[src/ifcs_pkg.sv]
// Constants and types for the in-band flow-control and strip block.
// Assumes one 40 MHz core clock; nothing here is timing critical.
package ifcs_pkg;
    // Register indexes on the 3-bit register port
    localparam logic [2:0] ADDR_MODE = 3'h0;
    localparam logic [2:0] ADDR_CMD = 3'h1;
    localparam logic [2:0] ADDR_MASK = 3'h2;
    localparam logic [2:0] ADDR_STAT = 3'h3;
    localparam logic [2:0] ADDR_STATE = 3'h4;
    // Mode register fields
    localparam int MODE_STRIP_FLOW = 7;
    localparam int MODE_STRIP_ADDR = 6;
    localparam int MODE_AUTO_RX = 3;
    localparam int MODE_AUTO_TX = 2;
    localparam int MODE_FLOW_LSB = 2;
    localparam logic [7:0] MODE_WMASK = 8'hcf;
    localparam logic [7:0] MODE_RESET = 8'h00;
    // Command register bits
    localparam int CMD_SEND_XON = 0;
    localparam int CMD_SEND_XOFF = 1;
    // Interrupt status and mask layout
    localparam int IRQ_W = 2;
    localparam int IRQ_XON = 0;
    localparam int IRQ_XOFF = 1;
    localparam logic [1:0] IRQ_RESET = 2'h0;
    // State register bits
    localparam int ST_TX_STOP = 0;
    localparam int ST_HELD = 1;
    localparam int ST_TX_REQ = 2;
    // Receive queue fill thresholds
    localparam int LEVEL_W = 9;
    localparam logic [8:0] LEVEL_XOFF = 9'h0f0;
    localparam logic [8:0] LEVEL_XON = 9'h080;
    typedef enum logic [1:0] {
        FLOW_HOST = 2'b00,
        FLOW_AUTO_TX = 2'b01,
        FLOW_AUTO_RX = 2'b10,
        FLOW_AUTO_BOTH = 2'b11
    } ifcs_flow_e;
    typedef enum logic {
        RXFC_OPEN = 1'b0,
        RXFC_HELD = 1'b1
    } ifcs_rxfc_e;
    typedef struct packed {
        logic [3:0] status;
        logic [7:0] data;
    } ifcs_rx_s;
    typedef struct packed {
        logic xoff;
        logic xon;
    } ifcs_req_s;
endpackage

[src/ifcs_char_match.sv]
// Compares one received character against the programmed Xon and Xoff codes.
// Assumes the codes are held stable by the channel elsewhere.
`timescale 1ns/1ps
`default_nettype none
module ifcs_char_match (
    input wire logic i_valid,
    input wire logic [7:0] i_data,
    input wire logic [7:0] i_xon_char,
    input wire logic [7:0] i_xoff_char,
    output logic o_is_xon,
    output logic o_is_xoff
);
    // Only a valid character that equals a programmed code counts
    assign o_is_xon = i_valid & (i_data == i_xon_char);
    assign o_is_xoff = i_valid & (i_data == i_xoff_char);
endmodule
`default_nettype wire

[src/ifcs_flow_emit.sv]
// Holds pending Xon/Xoff transmit requests until the transmitter takes one.
// Assumes i_ack is a one-cycle pulse while o_req is high.
`timescale 1ns/1ps
`default_nettype none
module ifcs_flow_emit (
    input wire logic i_clk,
    input wire logic i_rst,
    input wire ifcs_pkg::ifcs_req_s i_req,
    input wire logic i_ack,
    input wire logic [7:0] i_xon_char,
    input wire logic [7:0] i_xoff_char,
    output logic o_req,
    output logic [7:0] o_char
);
    ifcs_pkg::ifcs_req_s pend;
    ifcs_pkg::ifcs_req_s next_pend;
    logic sent_xoff;
    // A newer request cancels the opposite one; a new request beats the ack
    assign sent_xoff = i_ack & pend.xoff;
    assign next_pend.xoff = i_req.xoff | (pend.xoff & ~i_req.xon & ~sent_xoff);
    assign next_pend.xon = i_req.xon | (pend.xon & ~i_req.xoff & ~(i_ack & ~pend.xoff));
    // Xoff goes first since it protects the local queue
    always_ff @(posedge i_clk) begin
        if (i_rst) begin
            pend <= '0;
            o_req <= 1'b0;
            o_char <= 8'h00;
        end else begin
            pend <= next_pend;
            o_req <= next_pend.xoff | next_pend.xon;
            o_char <= next_pend.xoff ? i_xoff_char : i_xon_char;
        end
    end
endmodule
`default_nettype wire

[src/ifcs_flow_strip.sv]
// In-band Xon/Xoff flow control and recognized-character stripping, top level.
// Assumes the receiver offers one character per strobe with its address hit,
// and that the queue level and transmitter ack are synchronous to I_CORE_CLK.
//
// Overview of operation
// - Strip bit 7 drops recognized Xon/Xoff characters
// - Strip bit 6 drops recognized address characters
// - Stripped status lost unless block error mode
// - Stripping never changes interrupt generation
// - Flow field: host, auto tx, auto rx, both
// - Host mode: no automatic flow actions at all
// - Auto tx: received Xoff/Xon stop/restart transmitter
// - Auto rx: send Xoff at queue level 240
// - Auto rx: send Xon at level 128 or less
// - Nonzero flow field ignores command Xon/Xoff requests
// - Mask enables interrupt; status read clears it
// - Every flow character raises interrupt when enabled
// - Flow field never affects interrupt generation
// - Stripping applies regardless of other mode fields
`timescale 1ns/1ps
`default_nettype none
module ifcs_flow_strip (
    input wire logic I_CORE_CLK,
    input wire logic I_SYS_RST,
    input wire logic [2:0] I_ADDR,
    input wire logic [7:0] I_WDATA,
    input wire logic I_WR,
    input wire logic I_RD,
    output logic [7:0] O_RDATA,
    input wire logic I_RX_VALID,
    input wire ifcs_pkg::ifcs_rx_s I_RX_CHAR,
    input wire logic I_RX_ADDR_HIT,
    input wire logic I_BLOCK_ERR,
    input wire logic [7:0] I_XON_CHAR,
    input wire logic [7:0] I_XOFF_CHAR,
    input wire logic [8:0] I_Q_LEVEL,
    output logic O_Q_WR,
    output ifcs_pkg::ifcs_rx_s O_Q_CHAR,
    output logic O_STAT_ACC,
    output logic [3:0] O_STAT_BITS,
    output logic O_TX_ENABLE,
    output logic O_TX_REQ,
    output logic [7:0] O_TX_CHAR,
    input wire logic I_TX_ACK,
    output logic O_IRQ
);
    logic [7:0] mode;
    logic [1:0] mask;
    logic [1:0] sts;
    logic tx_stopped;
    ifcs_pkg::ifcs_rxfc_e rxfc;
    ifcs_pkg::ifcs_rxfc_e next_rxfc;
    logic is_xon;
    logic is_xoff;
    logic emit_req;
    logic [7:0] emit_char;

    // Address decode
    wire wr_mode = I_WR & (I_ADDR == ifcs_pkg::ADDR_MODE);
    wire wr_cmd = I_WR & (I_ADDR == ifcs_pkg::ADDR_CMD);
    wire wr_mask = I_WR & (I_ADDR == ifcs_pkg::ADDR_MASK);
    wire rd_stat = I_RD & (I_ADDR == ifcs_pkg::ADDR_STAT);

    // Mode fields
    wire [1:0] flow_mode = mode[ifcs_pkg::MODE_FLOW_LSB +: 2];
    wire host_mode = (flow_mode == ifcs_pkg::FLOW_HOST);
    wire auto_tx = mode[ifcs_pkg::MODE_AUTO_TX];
    wire auto_rx = mode[ifcs_pkg::MODE_AUTO_RX];
    wire strip_flow = mode[ifcs_pkg::MODE_STRIP_FLOW];
    wire strip_addr = mode[ifcs_pkg::MODE_STRIP_ADDR];

    ifcs_char_match u_match (
        .i_valid(I_RX_VALID),
        .i_data(I_RX_CHAR.data),
        .i_xon_char(I_XON_CHAR),
        .i_xoff_char(I_XOFF_CHAR),
        .o_is_xon(is_xon),
        .o_is_xoff(is_xoff)
    );

    // Strip decision looks only at the strip bits, never the flow field
    wire rx_flow = is_xon | is_xoff;
    wire rx_addr = I_RX_VALID & I_RX_ADDR_HIT;
    wire strip = (rx_flow & strip_flow) | (rx_addr & strip_addr);
    wire q_wr = I_RX_VALID & ~strip;
    wire stat_acc = I_RX_VALID & strip & I_BLOCK_ERR;

    // Receive path toward the queue
    always_ff @(posedge I_CORE_CLK) begin
        if (I_SYS_RST) begin
            O_Q_WR <= 1'b0;
            O_Q_CHAR <= '0;
            O_STAT_ACC <= 1'b0;
            O_STAT_BITS <= 4'h0;
        end else begin
            O_Q_WR <= q_wr;
            O_Q_CHAR <= I_RX_CHAR;
            O_STAT_ACC <= stat_acc;
            O_STAT_BITS <= I_RX_CHAR.status;
        end
    end

    // Flow events set sticky bits whatever the strip or flow settings
    wire [1:0] set_bits = {is_xoff, is_xon};
    wire [1:0] next_sts = (rd_stat ? 2'h0 : sts) | set_bits;
    wire [1:0] next_mask = wr_mask ? I_WDATA[1:0] : mask;

    // Interrupt registers; the set wins over the read clear
    always_ff @(posedge I_CORE_CLK) begin
        if (I_SYS_RST) begin
            sts <= ifcs_pkg::IRQ_RESET;
            mask <= ifcs_pkg::IRQ_RESET;
            O_IRQ <= 1'b0;
        end else begin
            sts <= next_sts;
            mask <= next_mask;
            O_IRQ <= |(next_sts & next_mask);
        end
    end

    // Mode register keeps reserved bits at zero
    always_ff @(posedge I_CORE_CLK) begin
        if (I_SYS_RST) begin
            mode <= ifcs_pkg::MODE_RESET;
        end else if (wr_mode) begin
            mode <= I_WDATA & ifcs_pkg::MODE_WMASK;
        end
    end

    // Transmit gating follows received codes only in auto tx
    wire next_tx_stopped = ~auto_tx ? 1'b0 : is_xoff ? 1'b1 : is_xon ? 1'b0 : tx_stopped;

    always_ff @(posedge I_CORE_CLK) begin
        if (I_SYS_RST) begin
            tx_stopped <= 1'b0;
            O_TX_ENABLE <= 1'b1;
        end else begin
            tx_stopped <= next_tx_stopped;
            O_TX_ENABLE <= ~next_tx_stopped;
        end
    end

    // Receive-driven flow state; leaving auto rx while held frees it silently,
    // so software must send Xon itself if the far end was stopped
    wire lvl_high = (I_Q_LEVEL >= ifcs_pkg::LEVEL_XOFF);
    wire lvl_low = (I_Q_LEVEL <= ifcs_pkg::LEVEL_XON);
    ifcs_pkg::ifcs_req_s auto_req;
    ifcs_pkg::ifcs_req_s host_req;
    ifcs_pkg::ifcs_req_s all_req;

    always_comb begin
        next_rxfc = rxfc;
        auto_req = '0;
        case (rxfc)
            ifcs_pkg::RXFC_OPEN: begin
                if (auto_rx && lvl_high) begin
                    auto_req.xoff = 1'b1;
                    next_rxfc = ifcs_pkg::RXFC_HELD;
                end
            end
            ifcs_pkg::RXFC_HELD: begin
                if (!auto_rx) begin
                    next_rxfc = ifcs_pkg::RXFC_OPEN;
                end else if (lvl_low) begin
                    auto_req.xon = 1'b1;
                    next_rxfc = ifcs_pkg::RXFC_OPEN;
                end
            end
            default: begin
                next_rxfc = ifcs_pkg::RXFC_OPEN;
            end
        endcase
    end

    always_ff @(posedge I_CORE_CLK) begin
        if (I_SYS_RST) begin
            rxfc <= ifcs_pkg::RXFC_OPEN;
        end else begin
            rxfc <= next_rxfc;
        end
    end

    // Command requests pass only in host mode
    assign host_req.xon = wr_cmd & host_mode & I_WDATA[ifcs_pkg::CMD_SEND_XON];
    assign host_req.xoff = wr_cmd & host_mode & I_WDATA[ifcs_pkg::CMD_SEND_XOFF];
    assign all_req = host_req | auto_req;

    ifcs_flow_emit u_emit (
        .i_clk(I_CORE_CLK),
        .i_rst(I_SYS_RST),
        .i_req(all_req),
        .i_ack(I_TX_ACK),
        .i_xon_char(I_XON_CHAR),
        .i_xoff_char(I_XOFF_CHAR),
        .o_req(emit_req),
        .o_char(emit_char)
    );
    assign O_TX_REQ = emit_req;
    assign O_TX_CHAR = emit_char;

    // Read mux; unmapped addresses and the command register read zero
    wire [7:0] state_bits = {5'h00, emit_req, rxfc == ifcs_pkg::RXFC_HELD, tx_stopped};
    wire [7:0] rd_mux = (I_ADDR == ifcs_pkg::ADDR_MODE) ? mode :
                        (I_ADDR == ifcs_pkg::ADDR_MASK) ? {6'h00, mask} :
                        (I_ADDR == ifcs_pkg::ADDR_STAT) ? {6'h00, sts} :
                        (I_ADDR == ifcs_pkg::ADDR_STATE) ? state_bits : 8'h00;

    always_ff @(posedge I_CORE_CLK) begin
        if (I_SYS_RST) begin
            O_RDATA <= 8'h00;
        end else begin
            O_RDATA <= I_RD ? rd_mux : 8'h00;
        end
    end
endmodule
`default_nettype wire

[config.mk]
export PLATFORM = sky130hd
export DESIGN_NAME = ifcs_flow_strip
export DESIGN_NICKNAME = d
export VERILOG_FILES = /design/src/ifcs_pkg.sv /design/src/ifcs_char_match.sv /design/src/ifcs_flow_emit.sv /design/src/ifcs_flow_strip.sv
export SDC_FILE = /design/constraint.sdc
export NUM_CORES = 1
export LEC_CHECK = 0
export BUFFER_PORTS_ARGS = -buffer_cell sky130_fd_sc_hd__buf_2
export CORE_AREA = 2 2 69 71
export DETAILED_ROUTE_END_ITERATION = 7
export DIE_AREA = 0 0 71 73
export PLACE_DENSITY = 0.88
export SLEW_MARGIN = 15
export SYNTH_ARGS = -nofsm -noshare
export SYNTH_HDL_FRONTEND = slang
export SYNTH_SLANG_ARGS = --single-unit
[constraint.sdc]
create_clock -name I_CORE_CLK -period 2 [get_ports I_CORE_CLK]
set_input_delay 0.2 -clock I_CORE_CLK [delete_from_list [all_inputs] [get_ports I_CORE_CLK]]
set_output_delay 0.2 -clock I_CORE_CLK [all_outputs]
set_load 0.05 [all_outputs]
==> results.py <==
metrics = {
    "sta": {
        "finalHoldViolCount": 0,
        "rsz0062_at_grt": "false",
        "finalCriticalPeriod_ns": 1.69,
        "holdWs_ns": 0.116,
        "tightestPinTransition_ns": 0.656,
        "max_freq_ghz": 0.590,
        "clock-skew-final_ns": 0.00696,
        "fin_crit_sh_pct": 84.7,
        "finalSetupViolCount": 0,
        "drv_slew": 0,
        "setup-tns-final_ns": 0,
        "slew-limit-headroom_pct": 56.0,
    },
    "critical_path": {
        "crit_type": "reg -> reg",
        "reg2reg_slack_ns": 0.31,
        "cp_max_fo": 9,
        "crit_path_end": "u_emit.o_char[5]",
        "r2r-end": "u_emit.o_char[5]",
        "cp-startpoint": "mode[3]",
        "ff2ff_path_depth": 6,
        "cp-start-kind": "flop",
        "required_ns": 2.22,
        "reg2reg_from": "mode[3]",
        "worstPathArrival_ns": 1.92,
        "endpoint_kind": "flop",
    },
    "synthesis": {
        "yosysTopAreaCell": "dfxtp_1",
        "syn_area_sq_mm": 0.00197,
        "ys.flop_type": "dfxtp_1",
        "synth.area.top_cells": "dfxtp_1 46%, mux2i_1 8.7%, xnor2_1 7.1%",
        "async_flop_share_pct": 0,
        "ys_warn_count": 0,
        "syn_avg_cell_area_sq_um": 9.88,
        "syn_inst": 199,
        "yosys_register_bits": 45,
        "synth_cell_types": 43,
        "synth.most_common_cell": "dfxtp_1",
        "ys_top_cells_by_count": "45 x dfxtp_1, 19 x nand2b_1, 17 x mux2i_1, 17 x nor2_1, 16 x xnor2_1",
        "synth_top_cell_area_share_pct": 45.8,
        "ys_seq_area_share_pct": 45.8,
        "synth_edf_count": 0,
    },
    "placed_design": {
        "dp_hpwl_mm": 3.29,
        "portBuffers": 88,
        "placed_cell_area_sq_mm": 0.00240,
        "gp_congestion": 0.771,
    },
    "power_and_ir_drop": {
        "power.switching_mw": 0.530,
        "ir_drop_mv": 0.334,
        "power_frac_seq_pct": 51.5,
        "swShare_pct": 29.1,
        "powerDensity_mw_per_mm2": 732,
        "p_int_mw": 1.29,
        "power.leakage_nw": 1.16,
        "clkPwrFrac_pct": 29.8,
        "combPwrFrac_pct": 18.7,
    },
    "clock_network": {
        "path_clk_slew_ns": 0.09,
        "cts_sinks": 45,
        "h-tree-depth": 2,
        "cts_buffers": 5,
        "post_cts_resized": 0,
        "post-cts-setup-buffer-count": 0,
        "cts_tree": "yes",
        "clock_latency_ns": 0.29,
        "cts_max_path_buffers": 2,
        "hold_buffers": 0,
        "cts_root_buf": "clkbuf_8",
    },
    "route": {
        "drc": 0,
        "wl_per_cell_um": 12.2,
        "drt_iter0_markers": 99,
        "via_count": 1619,
        "vias_per_cell": 4.80,
        "routed_wl_mm": 4.10,
        "firstDrtPassIters": 4,
        "ant_nets": 0,
    },
    "global_routing": {
        "grt-ovfl-total": 0,
        "track_usage_pct": 16.0,
        "grt_max_degree": 47,
        "grt_first_pass_wirelength_mm": 6.55,
        "antenna_found_initial": 0,
        "grt_pass1_vias": 1512,
    },
    "floorplan": {
        "rows": 25,
        "core-area_sq_mm": 0.00454,
        "dieWidth_um": 71,
        "start_util_pct": 43.4,
        "dieArea_sq_mm": 0.00518,
        "ios": 93,
        "die_y_um": 73,
    },
    "hold_path": {
        "hold_class": "in -> reg",
    },
    "finish": {
        "areaGrowthSynthToFinish_pct": 26.3,
        "design_area_sq_mm": 0.00248,
        "final_layout_size_suffix_gt1_share_pct": 37.5,
        "diodes": 0,
        "layout.nets": 338,
        "utilization_pct": 54.8,
    },
    "outcome": {
        "status": "finished clean",
    },
    "flow_run": {
        "cap_violations": 0,
    },
}
-- power by group through the flow --
stage,clock [mW],sequential [mW],combinational (mW)
after floorplan,0,1.05,0.147
after global placement,0,0.957,0.337
after detailed placement,0,0.957,0.343
after CTS,0.562,0.936,0.344
after global routing,0.603,0.939,0.366
final,0.541,0.936,0.341
-- sequential cells by signal, indices dropped and copies added (netlist names) --
name / cells
O_Q_CHAR: 8
u_emit.o_char: 8
O_RDATA: 6
mode: 6
O_STAT_BITS: 4
mask: 2
sts: 2
u_emit.pend: 2
O_IRQ: 1
O_Q_WR: 1
O_STAT_ACC: 1
O_TX_ENABLE: 1
rxfc: 1
tx_stopped: 1
u_emit.o_req: 1
-- critical path, cell delays in order, from the launching register on --
cell and delay, ns:
dfxtp_1 0.44, inv_2 0.07, or3_1 0.38, a2bb2oi_1 0.18, a21boi_2 0.14, buf_4 0.21, mux2i_1 0.21
-- metal layers --
| metal | track usage, % | share of wire [%] |
|---|---|---|
| met2 | 29.3 | 52 |
| met4 | 4.40 | 0.98 |
| met1 | 18.7 | 41 |
| met5 | 0 | 0 |
| met3 | 4.01 | 5.9 |
-- cells in the final DEF, fill, tap and decap left out, drive strengths merged, types with 4 or more instances in the layout --
cell	instances
inv	4
mux2i	17
dfxtp	45
clkbuf	5
nand2	4
buf	90
nor2	17
nor3	6
xnor2	16
nand2b	20
nor2b	14
-- worst min-delay path by stage --
| stage | endpoint | cells after the start | slack (ns) | from |
|---|---|---|---|---|
| floorplan | O_Q_CHAR[0] | 1 | 0.33 | I_RX_CHAR[0] |
| global placement | O_STAT_BITS[0] | 2 | 0.41 | I_RX_CHAR[8] |
| detailed placement | O_STAT_BITS[2] | 2 | 0.42 | I_RX_CHAR[10] |
| CTS | O_STAT_BITS[2] | 2 | 0.11 | I_RX_CHAR[10] |
| global route | O_STAT_BITS[3] | 2 | 0.11 | I_RX_CHAR[11] |
| finish | O_STAT_BITS[2] | 2 | 0.12 | I_RX_CHAR[10] |
-- cells by family (layout without fill, tap and decap cells) --
kind of cell,after synthesis,count (layout),synth area share (%)
AND/OR/NAND/NOR,78,78,23.7
AO/OA/AOI/OAI,21,21,7.76
other,1,2,0.191
XOR/XNOR,16,16,7.12
flip-flops,45,45,45.8
buffers and inverters,19,102,5.66
multiplexers,19,19,9.80
-- stage by stage --
| stage | power, mW | instances | setup WS [ns] |
|---|---|---|---|
| global placement | 1.29 | 329 | 0.393 |
| CTS | 1.84 | 337 | 0.309 |
| floorplan | 1.20 | 200 | 0.516 |
| finish | 1.82 | 337 | 0.306 |
| global route | 1.91 | 337 | 0.208 |
| detailed placement | 1.30 | 329 | 0.330 |
-- layout make-up --
cell class	count	area [sq um]
sequential	45	901
clock buffer	5	68.8
timing repair buffer	90	455
tap	54	67.6
multi-input combinational	136	958
fill	430	2050
clock inverter	3	17.5
inverter	4	15.0
Note: power is estimated with default switching activity, not from simulation.
